<file path="config.mk">
export PLATFORM = sky130hd
export DESIGN_NAME = fieldbus_slave_cyclic_data
export DESIGN_NICKNAME = d
export VERILOG_FILES = /design/src/rtl/fieldbus_pkg.sv /design/src/rtl/fieldbus_slave_cyclic_data.sv
export VERILOG_INCLUDE_DIRS = /design/src /design/src/rtl
export SDC_FILE = /design/constraint.sdc
export NUM_CORES = 2
export LEC_CHECK = 0
export BUFFER_PORTS_ARGS = -buffer_cell sky130_fd_sc_hd__buf_2
export CAP_MARGIN = 20
export CORE_ASPECT_RATIO = 1.2
export CORE_UTILIZATION = 63
export CTS_CLUSTER_DIAMETER = 40
export DETAILED_ROUTE_END_ITERATION = 7
export PLACE_DENSITY = 0.85
export RECOVER_POWER = 100
export SLEW_MARGIN = 30
export SYNTH_ARGS = -nofsm -noshare
export SYNTH_HDL_FRONTEND = slang
export SYNTH_HIERARCHICAL = 1
export SYNTH_SLANG_ARGS = --single-unit
</file>
<file path="constraint.sdc">
create_clock -name sys_clk -period 7.9 [get_ports sys_clk]
set_clock_uncertainty 0.15 [all_clocks]
set_input_delay 1.58 -clock sys_clk [delete_from_list [all_inputs] [get_ports sys_clk]]
set_output_delay 1.58 -clock sys_clk [all_outputs]
set_load 0.01 [all_outputs]
</file>
<file path="src/rtl/fieldbus_defs.svh">
// offsets, field codes, reset values and timing counts of the cyclic slave
// Function
// - left lamp shows interface health states
// - right lamp shows network exchange state
// - left is interface, right is network
// - switches binary, position one least significant
// - switches read only at power-up
// - nonzero switch below 128 wins at power-up
// - switch 128 up keeps master address
// - all switches off gives address 126
// - supply 32-byte process input image
// - accept 24-byte process output image
// - supply 14-byte device information block
// - real fields 32-bit float, low byte first
// - integer fields are 16 bits, two bytes
// - report and adopt set point in force
// - clamp set point to full scale
// - custom range half to full native
// - valve mode 1 auto, 2 closed, 3 purge
// - native range read-only, ignores master
// - measured flow read-only from measurement
// - support freeze, sync and baud detection
// - trigger value on zero field zeroes
// - trigger value on restore field restores defaults
// - quality field 0 bad, 1 good
// - origin 1 digital, higher analog
`ifndef FIELDBUS_DEFS_SVH
`define FIELDBUS_DEFS_SVH
// master-to-slave image byte offsets
`define SP_OUT_OFS 5'h00
`define VALVE_OUT_OFS 5'h04
`define RANGE_OUT_OFS 5'h06
`define UNIT_OUT_OFS 5'h0A
`define ORIGIN_OUT_OFS 5'h0C
`define GAIN_OUT_OFS 5'h0E
`define MEDIUM_OUT_OFS 5'h12
`define ZERO_OUT_OFS 5'h14
`define RESTORE_OUT_OFS 5'h16
`define OUT_IMG_BYTES 24
// slave-to-master image byte offsets
`define FLOW_IN_OFS 6'h00
`define SP_IN_OFS 6'h04
`define VALVE_IN_OFS 6'h08
`define POWER_IN_OFS 6'h0A
`define RANGE_IN_OFS 6'h0C
`define NATIVE_IN_OFS 6'h10
`define UNIT_IN_OFS 6'h14
`define ORIGIN_IN_OFS 6'h16
`define GAIN_IN_OFS 6'h18
`define MEDIUM_IN_OFS 6'h1C
`define QUALITY_IN_OFS 6'h1E
`define SERIAL_IN_OFS 6'h20
`define TYPE_IN_OFS 6'h28
`define VERSION_IN_OFS 6'h2A
`define IN_IMG_BYTES 46
// codes and reset values
`define VALVE_AUTO 16'h0001
`define VALVE_CLOSED 16'h0002
`define VALVE_PURGE 16'h0003
`define ORIGIN_DIGITAL 16'h0001
`define CMD_TRIGGER 16'h00A5
`define QUALITY_BAD 16'h0000
`define QUALITY_GOOD 16'h0001
`define GAIN_DEFAULT 32'h3F800000
`define UNIT_DEFAULT 16'h0001
`define MEDIUM_DEFAULT 16'h0001
`define SWITCH_HIGH_LIMIT 8'h80
`define DEFAULT_STATION 7'h7E
// timing
`define SYS_CLK_PERIOD_NS 10
`define LED_FLASH_MS 250
`define LED_FLASH_CYCLES (`LED_FLASH_MS * 1000000 / `SYS_CLK_PERIOD_NS)
`endif

</file>
<file path="src/rtl/fieldbus_pkg.sv">
// types shared by the cyclic slave
package fieldbus_pkg;
  typedef struct packed {
    logic last;
    logic [4:0] addr;
    logic [7:0] data;
  } wr_word_t;
  typedef struct packed {
    logic green;
    logic red;
  } led_t;
  typedef enum logic [3:0] {
    IF_INIT = 4'h1,
    IF_OPER = 4'h2,
    IF_SOFT = 4'h4,
    IF_HARD = 4'h8
  } if_state_t;
  typedef enum logic [2:0] {
    NET_OFF = 3'h1,
    NET_XCHG = 3'h2,
    NET_LOST = 3'h4
  } net_state_t;
endpackage

</file>
<file path="src/rtl/fieldbus_slave_cyclic_data.sv">
// cyclic data slave: write fifo, field images, addressing, lamps
`include "fieldbus_defs.svh"

module write_fifo #(
  parameter int WIDTH = 14,
  parameter int DEPTH = 8
) (
  input wire logic sys_clk,
  input wire logic rst_n,
  input wire logic ce,
  input wire logic in_valid,
  output logic in_ready,
  input wire logic [WIDTH-1:0] in_data,
  output logic out_valid,
  input wire logic out_ready,
  output logic [WIDTH-1:0] out_data
);
  localparam int AW = $clog2(DEPTH);
  initial begin
    if (DEPTH < 2 || (1 << AW) != DEPTH || WIDTH < 1)
      $error("fifo depth must be a power of two, width positive");
  end
  logic [WIDTH-1:0] mem [0:DEPTH-1];
  logic [AW-1:0] wp, rp;
  logic [AW:0] count;
  logic push, pop;
  assign push = in_valid && in_ready;
  assign pop = out_valid && out_ready;
  assign out_data = mem[rp];
  always_ff @(posedge sys_clk) begin
    if (ce && push) begin
      mem[wp] <= in_data;
    end
  end
  always_ff @(posedge sys_clk or negedge rst_n) begin
    if (!rst_n) begin
      wp <= '0;
      rp <= '0;
      count <= '0;
      in_ready <= 1'b0;
      out_valid <= 1'b0;
    end else if (ce) begin
      if (push) wp <= wp + 1'b1;
      if (pop) rp <= rp + 1'b1;
      if (push && !pop) begin
        count <= count + 1'b1;
        in_ready <= (count != (AW+1)'(DEPTH - 1));
        out_valid <= 1'b1;
      end else if (pop && !push) begin
        count <= count - 1'b1;
        in_ready <= 1'b1;
        out_valid <= (count != (AW+1)'(1));
      end else begin
        in_ready <= (count != (AW+1)'(DEPTH));
        out_valid <= (count != '0);
      end
    end
  end
endmodule

module fieldbus_slave_cyclic_data
  import fieldbus_pkg::*;
#(
  parameter int FLASH_CYCLES = `LED_FLASH_CYCLES,
  parameter int FIFO_DEPTH = 8,
  parameter logic [15:0] PRODUCT_CODE = 16'h0042, // arbitrary value
  parameter logic [31:0] VERSION_VALUE = 32'h3F800000 // arbitrary value
) (
  input wire logic sys_clk,
  input wire logic rst_n,
  input wire logic ce,
  input wire logic wr_valid,
  output logic wr_ready,
  input wire wr_word_t wr_word,
  input wire logic [5:0] rd_addr,
  output logic [7:0] rd_data,
  input wire logic freeze_req,
  input wire logic unfreeze_req,
  input wire logic sync_req,
  input wire logic unsync_req,
  input wire logic bus_rx,
  output logic [15:0] baud_period,
  input wire logic [7:0] addr_switch,
  input wire logic assign_valid,
  input wire logic [6:0] assign_addr,
  input wire logic [6:0] saved_addr,
  output logic save_strobe,
  output logic [6:0] station_addr,
  input wire logic init_done,
  input wire logic fault_recov,
  input wire logic fault_hard,
  input wire logic data_exch,
  input wire logic conn_lost,
  output led_t led_left,
  output led_t led_right,
  input wire logic [31:0] meas_flow,
  input wire logic [15:0] meas_power,
  input wire logic meas_good,
  input wire logic [31:0] native_range,
  input wire logic [63:0] serial_text,
  input wire logic apply_ready,
  output logic [31:0] setpoint,
  output logic [15:0] valve_op,
  output logic [31:0] custom_range,
  output logic [15:0] eng_unit,
  output logic [15:0] sp_origin,
  output logic [31:0] calib_gain,
  output logic [15:0] medium_sel,
  output logic valve_auto,
  output logic valve_close,
  output logic valve_purge,
  output logic origin_digital,
  output logic range_update,
  output logic zero_pulse,
  output logic restore_pulse
);
  initial begin
    if (FLASH_CYCLES < 2) $error("flash period too short");
  end

  // master writes queue here; draining stalls while the instrument is busy
  logic fifo_valid, drain;
  wr_word_t fifo_word;
  assign drain = fifo_valid && apply_ready;
  write_fifo #(.WIDTH($bits(wr_word_t)), .DEPTH(FIFO_DEPTH)) u_fifo (
    .sys_clk(sys_clk),
    .rst_n(rst_n),
    .ce(ce),
    .in_valid(wr_valid),
    .in_ready(wr_ready),
    .in_data(wr_word),
    .out_valid(fifo_valid),
    .out_ready(drain),
    .out_data(fifo_word)
  );

  logic [7:0] out_img [0:`OUT_IMG_BYTES-1];
  always_ff @(posedge sys_clk or negedge rst_n) begin
    if (!rst_n) begin
      for (int i = 0; i < `OUT_IMG_BYTES; i++) out_img[i] <= 8'h00;
    end else if (ce && drain && fifo_word.addr < 5'(`OUT_IMG_BYTES)) begin
      out_img[fifo_word.addr] <= fifo_word.data;
    end
  end

  // low byte at the lowest offset for every field
  function automatic logic [31:0] w32(input logic [4:0] b);
    w32 = {out_img[b+5'h3], out_img[b+5'h2], out_img[b+5'h1], out_img[b]};
  endfunction
  function automatic logic [15:0] w16(input logic [4:0] b);
    w16 = {out_img[b+5'h1], out_img[b]};
  endfunction

  // sync mode holds a committed image until the next sync command
  logic pending, sync_mode, apply_fire;
  assign apply_fire = pending && (!sync_mode || sync_req);
  always_ff @(posedge sys_clk or negedge rst_n) begin
    if (!rst_n) begin
      pending <= 1'b0;
      sync_mode <= 1'b0;
    end else if (ce) begin
      if (drain && fifo_word.last) pending <= 1'b1;
      else if (apply_fire) pending <= 1'b0;
      if (sync_req) sync_mode <= 1'b1;
      else if (unsync_req) sync_mode <= 1'b0;
    end
  end

  logic [31:0] sp_w, range_w, half_native, range_new, clamp_top;
  logic [15:0] zero_w, restore_w, prev_zero, prev_restore;
  logic range_ok, zero_new, restore_new;
  always_comb begin
    sp_w = w32(`SP_OUT_OFS);
    range_w = w32(`RANGE_OUT_OFS);
    zero_w = w16(`ZERO_OUT_OFS);
    restore_w = w16(`RESTORE_OUT_OFS);
    // halving a positive float is one step down in the exponent
    half_native = {1'b0, native_range[30:23] - 8'h01, native_range[22:0]};
    range_ok = !range_w[31] && range_w[30:0] <= native_range[30:0]
      && range_w[30:0] >= half_native[30:0];
    zero_new = zero_w == `CMD_TRIGGER && prev_zero != `CMD_TRIGGER;
    restore_new = restore_w == `CMD_TRIGGER
      && prev_restore != `CMD_TRIGGER;
    if (restore_new) range_new = native_range;
    else if (range_ok) range_new = range_w;
    else range_new = custom_range;
    clamp_top = range_new;
  end

  always_ff @(posedge sys_clk or negedge rst_n) begin
    if (!rst_n) begin
      setpoint <= 32'h00000000;
      valve_op <= `VALVE_AUTO;
      custom_range <= 32'h00000000;
      eng_unit <= `UNIT_DEFAULT;
      sp_origin <= `ORIGIN_DIGITAL;
      calib_gain <= `GAIN_DEFAULT;
      medium_sel <= `MEDIUM_DEFAULT;
      prev_zero <= 16'h0000;
      prev_restore <= 16'h0000;
      range_update <= 1'b0;
      zero_pulse <= 1'b0;
      restore_pulse <= 1'b0;
    end else if (ce) begin
      range_update <= 1'b0;
      zero_pulse <= 1'b0;
      restore_pulse <= 1'b0;
      if (apply_fire) begin
        prev_zero <= zero_w;
        prev_restore <= restore_w;
        zero_pulse <= zero_new;
        if (!sp_w[31] && sp_w[30:0] > clamp_top[30:0]) begin
          setpoint <= clamp_top;
        end else begin
          setpoint <= sp_w;
        end
        valve_op <= w16(`VALVE_OUT_OFS);
        eng_unit <= w16(`UNIT_OUT_OFS);
        custom_range <= range_new;
        range_update <= range_ok || restore_new;
        if (restore_new) begin
          calib_gain <= `GAIN_DEFAULT;
          sp_origin <= `ORIGIN_DIGITAL;
          medium_sel <= `MEDIUM_DEFAULT;
          restore_pulse <= 1'b1;
        end else begin
          calib_gain <= w32(`GAIN_OUT_OFS);
          sp_origin <= w16(`ORIGIN_OUT_OFS);
          medium_sel <= w16(`MEDIUM_OUT_OFS);
        end
      end else if (custom_range == 32'h00000000) begin
        // while it is zero, as after reset, the range takes the native one
        custom_range <= native_range;
      end
    end
  end

  always_ff @(posedge sys_clk or negedge rst_n) begin
    if (!rst_n) begin
      valve_auto <= 1'b0;
      valve_close <= 1'b0;
      valve_purge <= 1'b0;
      origin_digital <= 1'b0;
    end else if (ce) begin
      valve_auto <= valve_op == `VALVE_AUTO;
      valve_close <= valve_op == `VALVE_CLOSED;
      valve_purge <= valve_op == `VALVE_PURGE;
      origin_digital <= sp_origin == `ORIGIN_DIGITAL;
    end
  end

  // freeze holds the measured part of the input image
  logic frozen;
  logic [31:0] flow_snap;
  logic [15:0] power_snap;
  always_ff @(posedge sys_clk or negedge rst_n) begin
    if (!rst_n) begin
      frozen <= 1'b0;
      flow_snap <= 32'h00000000;
      power_snap <= 16'h0000;
    end else if (ce) begin
      if (freeze_req) frozen <= 1'b1;
      else if (unfreeze_req) frozen <= 1'b0;
      if (!frozen || freeze_req) begin
        flow_snap <= meas_flow;
        power_snap <= meas_power;
      end
    end
  end

  if_state_t if_state;
  logic [15:0] quality;
  logic [8*`IN_IMG_BYTES-1:0] in_vec;
  always_comb begin
    quality = (meas_good && if_state == IF_OPER) ? `QUALITY_GOOD
      : `QUALITY_BAD;
    in_vec = '0;
    in_vec[8*`FLOW_IN_OFS +: 32] = flow_snap;
    in_vec[8*`SP_IN_OFS +: 32] = setpoint;
    in_vec[8*`VALVE_IN_OFS +: 16] = valve_op;
    in_vec[8*`POWER_IN_OFS +: 16] = power_snap;
    in_vec[8*`RANGE_IN_OFS +: 32] = custom_range;
    in_vec[8*`NATIVE_IN_OFS +: 32] = native_range;
    in_vec[8*`UNIT_IN_OFS +: 16] = eng_unit;
    in_vec[8*`ORIGIN_IN_OFS +: 16] = sp_origin;
    in_vec[8*`GAIN_IN_OFS +: 32] = calib_gain;
    in_vec[8*`MEDIUM_IN_OFS +: 16] = medium_sel;
    in_vec[8*`QUALITY_IN_OFS +: 16] = quality;
    in_vec[8*`SERIAL_IN_OFS +: 64] = serial_text;
    in_vec[8*`TYPE_IN_OFS +: 16] = PRODUCT_CODE;
    in_vec[8*`VERSION_IN_OFS +: 32] = VERSION_VALUE;
  end

  always_ff @(posedge sys_clk or negedge rst_n) begin
    if (!rst_n) begin
      rd_data <= 8'h00;
    end else if (ce) begin
      if (rd_addr < 6'(`IN_IMG_BYTES)) rd_data <= in_vec[{rd_addr, 3'b000} +: 8];
      else rd_data <= 8'h00;
    end
  end

  // three-stage sampling of the switches and the bus line
  logic [7:0] sw_s1, sw_s2, sw_s3;
  logic rx_s1, rx_s2, rx_s3;
  always_ff @(posedge sys_clk or negedge rst_n) begin
    if (!rst_n) begin
      sw_s1 <= 8'h00;
      sw_s2 <= 8'h00;
      sw_s3 <= 8'h00;
      rx_s1 <= 1'b1;
      rx_s2 <= 1'b1;
      rx_s3 <= 1'b1;
    end else if (ce) begin
      sw_s1 <= addr_switch;
      sw_s2 <= sw_s1;
      sw_s3 <= sw_s2;
      rx_s1 <= bus_rx;
      rx_s2 <= rx_s1;
      rx_s3 <= rx_s2;
    end
  end

  // address is chosen once after reset; later switch moves are ignored
  logic addr_done;
  logic [1:0] settle;
  always_ff @(posedge sys_clk or negedge rst_n) begin
    if (!rst_n) begin
      addr_done <= 1'b0;
      settle <= 2'h0;
      station_addr <= `DEFAULT_STATION;
      save_strobe <= 1'b0;
    end else if (ce) begin
      save_strobe <= 1'b0;
      if (settle != 2'h3) settle <= settle + 2'h1;
      if (!addr_done) begin
        if (settle == 2'h3 && sw_s2 == sw_s3) begin
          addr_done <= 1'b1;
          if (sw_s3 == 8'h00) station_addr <= `DEFAULT_STATION;
          else if (sw_s3 < `SWITCH_HIGH_LIMIT) station_addr <= sw_s3[6:0];
          else station_addr <= saved_addr;
        end
      end else if (assign_valid) begin
        station_addr <= assign_addr;
        save_strobe <= 1'b1;
      end
    end
  end

  // shortest stable low pulse approximates one bit time
  logic rx_level;
  logic [15:0] low_len;
  always_ff @(posedge sys_clk or negedge rst_n) begin
    if (!rst_n) begin
      rx_level <= 1'b1;
      low_len <= 16'h0001;
      baud_period <= 16'hFFFF;
    end else if (ce && rx_s2 == rx_s3) begin
      rx_level <= rx_s3;
      if (!rx_s3 && low_len != 16'hFFFF) low_len <= low_len + 16'h0001;
      if (rx_s3 && !rx_level) begin
        low_len <= 16'h0001;
        if (low_len < baud_period) baud_period <= low_len;
      end
    end
  end

  logic [31:0] flash_cnt;
  logic phase;
  always_ff @(posedge sys_clk or negedge rst_n) begin
    if (!rst_n) begin
      flash_cnt <= 32'h00000000;
      phase <= 1'b0;
    end else if (ce) begin
      if (flash_cnt == 32'(FLASH_CYCLES - 1)) begin
        flash_cnt <= 32'h00000000;
        phase <= !phase;
      end else begin
        flash_cnt <= flash_cnt + 32'h00000001;
      end
    end
  end

  always_ff @(posedge sys_clk or negedge rst_n) begin
    if (!rst_n) begin
      if_state <= IF_INIT;
    end else if (ce) begin
      case (if_state)
        IF_INIT: if (fault_hard) if_state <= IF_HARD;
          else if (init_done) if_state <= IF_OPER;
        IF_OPER: if (fault_hard) if_state <= IF_HARD;
          else if (fault_recov) if_state <= IF_SOFT;
        IF_SOFT: if (fault_hard) if_state <= IF_HARD;
          else if (!fault_recov) if_state <= IF_OPER;
        IF_HARD: if_state <= IF_HARD;
        default: if_state <= IF_INIT;
      endcase
    end
  end

  net_state_t net_state;
  always_ff @(posedge sys_clk or negedge rst_n) begin
    if (!rst_n) begin
      net_state <= NET_OFF;
    end else if (ce) begin
      case (net_state)
        NET_OFF: if (data_exch) net_state <= NET_XCHG;
        NET_XCHG: if (conn_lost || !data_exch) net_state <= NET_LOST;
        NET_LOST: if (data_exch && !conn_lost) net_state <= NET_XCHG;
        default: net_state <= NET_OFF;
      endcase
    end
  end

  always_ff @(posedge sys_clk or negedge rst_n) begin
    if (!rst_n) begin
      led_left <= '{green: 1'b0, red: 1'b0};
      led_right <= '{green: 1'b0, red: 1'b0};
    end else if (ce) begin
      case (if_state)
        IF_INIT: led_left <= '{green: phase, red: !phase};
        IF_OPER: led_left <= '{green: 1'b1, red: 1'b0};
        IF_SOFT: led_left <= '{green: 1'b0, red: phase};
        default: led_left <= '{green: 1'b0, red: 1'b1};
      endcase
      case (net_state)
        NET_XCHG: led_right <= '{green: 1'b1, red: 1'b0};
        NET_LOST: led_right <= '{green: 1'b0, red: phase};
        default: led_right <= '{green: 1'b0, red: 1'b0};
      endcase
    end
  end
endmodule

</file>
# Word-level counts from Yosys, hierarchy flattened
# Memory sizes are Yosys's and may differ from the RTL's.
# Cells that the tools add are included.
dict set report totals {
  latchBits 0
  romBits 0
  ram_bits 112
  in_bits 203
  regBits 577
  word_cells 242
  n_memories 1
}
# name depth word_bits rd rd_clocked_by_memory_dff write_ports line_no
set mem_list {}
lappend mem_list {u_fifo.mem 8 14 1 0 1 fieldbus_slave_cyclic_data.sv:23} ;# logic [WIDTH-1:0] mem [0:DEPTH-1];
dict set report op_classes {
  div 0
  order_cmp 9
  multipliers 0
  bitwise_logic 1
  muxes 56
  n_eq_ne 31
  shifts 1
  n_reduce_logical 63
  addsub 8
}
# op n
set op_table {}
lappend op_table {{$shiftx A368 B10 Y8} 1}
lappend op_table {{$mux W32} 7}
lappend op_table {{$bwmux W192} 1}
lappend op_table {{$mux W16} 4}
lappend op_table {{$demux W8 S5} 1}
lappend op_table {{$mux W7} 5}
lappend op_table {{$add A32 B1 Y32 const B} 1}
lappend op_table {{$eq A16 B1 Y1 const B} 2}
lappend op_table {{$eq A16 B2 Y1 const B} 2}
lappend op_table {{$eq A16 B8 Y1 const B} 2}
lappend op_table {{$eq A32 B25 Y1 const B} 1}
lappend op_table {{$logic_not A32 Y1} 1}
lappend op_table {{$mux W4} 8}
lappend op_table {{$ne A16 B8 Y1 const B} 2}
lappend op_table {{$ge A31 B31 Y1} 1}
lappend op_table {{$gt A31 B31 Y1} 1}
lappend op_table {{$le A31 B31 Y1} 1}
lappend op_table {{$reduce_and A2 Y1} 12}
lappend op_table {{$logic_and A1 B1 Y1} 22}
lappend op_table {{$mux W1} 21}
lappend op_table {{$add A16 B1 Y16 const B} 1}
lappend op_table {{$lt A16 B16 Y1} 1}
lappend op_table {{$mux W8} 2}
lappend op_table {{$ne A16 B16 Y1 const B} 1}
lappend op_table {{other kinds (38)} 68}

# Depth between registers and ports, before layout
dict set report depth {
  word_depth 8
  mapped_depth 29
  ltp_nobuf 25
}

# Cells and area by module
# Netlist, hierarchy kept.
# module cells_each area_each_um2 instances
set modules_own_cells {}
lappend modules_own_cells {fieldbus_slave_cyclic_data 2622 29019.1 1}
lappend modules_own_cells {write_fifo 234 4944.7 1}

# Worst setup path before layout
# No wires, ideal clock.
dict set report synth_timing {
  kind {input to register}
  startpoint {input port native_range[25]}
  endpoint {register setpoint[10]}
  t_arrival_ps 6100
  setup_time_ps 129
  slack_ps 1521
  path_stages 27
  path_cell_list {nor3_1 -> nand2_1 -> nor2_1 -> xnor2_1 -> ha_1 -> a21o_1 -> a21o_1 -> a21oi_1 -> o211ai_1 -> o21bai_1 -> nand2b_1 -> buf_6 -> buf_12 -> mux2_4 -> a21oi_2 -> ha_1 -> a21o_1 -> a21o_1 -> a21oi_1 -> o21ai_1 -> o41ai_1 -> a211oi_1 -> a32oi_2 -> o21a_4 -> clkbuf_1 -> or4_1 -> nand3_1}
}
dict set report synth_via {
  elab_chain_cells 8
  elab_cells_between_ends 10
}
# item line_no
set synth_rtl {}
lappend synth_rtl {{start, declared} fieldbus_slave_cyclic_data.sv:99} ;# input wire logic [31:0] native_range,
lappend synth_rtl {{$sub A8 B1 Y8 or $le A31 B31 Y1 (tied branches)} {fieldbus_slave_cyclic_data.sv:178, fieldbus_slave_cyclic_data.sv:179}}
lappend synth_rtl {{$ge A31 B31 Y1 or $logic_and A1 B1 Y1 (tied branches)} {fieldbus_slave_cyclic_data.sv:180, fieldbus_slave_cyclic_data.sv:179}}
lappend synth_rtl {{$logic_and A1 B1 Y1} fieldbus_slave_cyclic_data.sv:180} ;# && range_w[30:0] >= half_native[30:0];
lappend synth_rtl {{$mux W32} fieldbus_slave_cyclic_data.sv:185} ;# else if (range_ok) range_new = range_w;
lappend synth_rtl {{$mux W32 *} fieldbus_slave_cyclic_data.sv:184} ;# if (restore_new) range_new = native_range;
lappend synth_rtl {{$gt A31 B31 Y1} fieldbus_slave_cyclic_data.sv:212} ;# if (!sp_w[31] && sp_w[30:0] > clamp_top[30:0]) begin
lappend synth_rtl {{$logic_and A1 B1 Y1} fieldbus_slave_cyclic_data.sv:212}
lappend synth_rtl {{$mux W32 *} fieldbus_slave_cyclic_data.sv:212}
lappend synth_rtl {{end signal, assigned} fieldbus_slave_cyclic_data.sv:213} ;# setpoint <= clamp_top;
lappend synth_rtl {{end signal, assigned} fieldbus_slave_cyclic_data.sv:215} ;# setpoint <= sp_w;
lappend synth_rtl {{end, declared} fieldbus_slave_cyclic_data.sv:102} ;# output logic [31:0] setpoint,
# Every way passes the cells marked *; elsewhere a longest branch is shown, timed or not.
# A chain may end at the register's enable or synchronous reset.

# Worst setup path in the final report
dict set report layout_timing {
  startpoint {input port native_range[25]}
  endpoint {register setpoint[27]}
}
# Same word-level chain as after synthesis.

==> impl_metrics.toml <==
[cells_and_area]
fin_cells = 4003
fillers = 3458
synthToLayoutAreaGrowth_pct = 15.3
stdcell_area_um2 = 39200
nets = 3518
final_util_pct = 74.1
drive_gt1_share_pct = 26.8

[worst_setup_path]
required_ns = 8.30
rrSetupSlack_ns = 1.55
critPathLaunchType = "input port"
path_max_fanout = 26
end_kind = "flip-flop"
crit_arrival_ns = 7.67
criticalPathCategory = "input port to flip-flop"
r2r_cells = 20

[sta]
hold_viol_final = 0
setup_tns_ns = 0
layout_setup_ws_ns = 0.632
slew_viol_final = 480
fmax_mhz = 138
setup_viol = 0
fin_crit_ns = 7.27
period_share_pct = 92.0
worst_slew_pin_slew_ns = 4.55
rsz0062_at_grt = "no"
max_slew_margin_pct = -204

[clocking]
clk_pin_slew_ns = 0.06
clock_path_buffers = 3
cts.sink_count = 689
h-tree-depth = 3
cts_setup_buffers = 0
cts_resized = 0
insertion_delay_ns = 0.65
cts_tree = "yes"
cts_buffers = 85
cts_hold_buffers = 0
cts_root_buffer = "clkbuf_16"

[route]
vias = 26000
wl_per_cell_um = 25.8
drt-vias-per-instance = 6.50
drt_iter0_markers = 2927
drc = 0
drt_wl_total_um = 103000
detail-route-antenna-nets = 0
drtPass1Iterations = 6

[power_and_ir_drop]
p_leak_uw = 0.0178
peakVddDrop_v = 0.000304
powerDensity_nw_per_um2 = 372

[global_routing]
grt_pass1_vias = 26400
grt_max_degree = 163
antenna_found_initial = 9
grt_pass1_wl_um = 158000
grtUsageTotal_pct = 38.0
overflow = 0

[min_path]
hold_path.class = "flip-flop to flip-flop"
hold_path_depth = 2

[floorplan]
dieArea_um2 = 54800
rows = 92
num_io_pins = 407
core_um2 = 52800
die-width_um = 214
die_y_um = 256
initial_core_util_pct = 64.3

[synth]
synth.avg_cell_area_um2 = 11.9
ys_seq_area_share_pct = 52.6
ys_top_cells_by_count = "dfrtp_1 (537), nand2_1 (458), mux2_2 (323)"
syn_inst = 2856
post-synth-top-area-cell = "dfrtp_1"
yosys.area.top_type_share_pct = 39.6
syn_area_um2 = 34000
synthTopCellsByArea = "dfrtp_1 (40%), mux2_2 (11%), edfxtp_1 (9.9%)"
synth_nets = 3155
synth_cell_types = 80
synth_edf_count = 112
yosys_warnings = 6
synthArstFlopShare_pct = 83.7
ys_ff_latch = 689
ys.flop_type = "dfrtp_1"
yosys.cell_count.top_type = "dfrtp_1"

[place]
placement.cell_area_um2 = 36500
place_inst = 3836
place_ws_ns = 0.382
dp_hpwl_um = 70400
numPortBuffers = 406
gp_congestion = 1.01

[status]
failed_checks = "max-capacitance violations, max-slew violations"
status = "finished, violations left"

[flow_run]
drv_cap = 13
-- routing by layer --
metal,part of all wire [%],wire (um),track usage [%]
met4,6.1,6260,22.2
met5,0.038,39,0
met3,8.9,9190,8.22
met2,48,49800,61.1
met1,37,38200,47.7
-- where the power goes --
part | switching, uW | internal [uW] | leakage [uW]
Combinational | 2790 | 2010 | 0.00794
Sequential | 1110 | 4640 | 0.00840
Clock | 1610 | 2400 | 0.00143
Total | 5510 | 9060 | 0.0178
-- final timing paths --
path / start / end
worst max-delay path: native_range[25] / setpoint[27]
worst min-delay path: out_img[148] / valve_op[12]
worst max register to register: out_img[122] / setpoint[27]
worst min register to register: out_img[148] / valve_op[12]
max in group asynchronous: rst_n / eng_unit[13]
min in group asynchronous: rst_n / low_len[13]
-- stage by stage --
stage / hold WS, ns / total power, uW
after floorplan: 0.283 / 8520
after global placement: 0.293 / 10300
after detailed placement: 0.303 / 10500
after CTS: 0.317 / 14600
after global routing: 0.344 / 15100
final: 0.309 / 14600
-- placed cells by master (no fill, tap or decap), drive strengths merged, types with 95 or more instances in the layout --
cell type	n
a21oi	135
dfrtp	537
nand3	120
mux2	360
inv	95
ha	96
nand2	458
edfxtp	112
nor2	167
buf	222
clkbuf	327
mux4	109
-- worst max-delay path, stage by stage --
cell and delay, ns:
buf_2 0.14, nor3_1 0.29, nand2_1 0.13, nor2_1 0.13, xnor2_1 0.13, ha_1 0.27, a21o_1 0.19, a21o_1 0.18
a21oi_1 0.16, o211ai_1 0.14, o21bai_1 0.22, nand2b_2 0.50, clkbuf_1 0.46, mux2_4 0.35, a21oi_2 0.20, ha_1 0.29
a21o_1 0.17, a21o_1 0.17, a2111oi_0 0.63, o211ai_1 0.22, a32oi_2 0.30, o21a_4 0.31, buf_12 0.19, o211ai_1 0.12
nand3_1 0.19
-- cells by family after synthesis --
group	Yosys count	share of synthesized area [%]
xor+xnor	64	1.65
mux	488	20.1
compound gates	331	6.42
simple gates	947	12.7
fa+ha+maj	96	3.54
flops	689	52.6
buf+inv	241	3.07
-- sequential cells by signal, summed over array words and instances (netlist names), 32 cells and up --
signal and flops:
calib_gain 32, custom_range 32, flash_cnt 32, flow_snap 32
out_img 192, setpoint 32, u_fifo/mem 112
-- area by class of cell --
class                           instances  area [um^2]  area share (%)
Sequential cell                       689        17900            45.6
Tap cell                              705          882            2.25
Multi-Input combinational cell       1926        15100            38.6
Clock inverter                         49          538            1.37
Clock buffer                          110         2420            6.18
Timing Repair Buffer                  439         2060            5.25
Inverter                               78          293           0.748
Antenna cell                            7         17.5          0.0447
(Power assumes the default switching activity.)
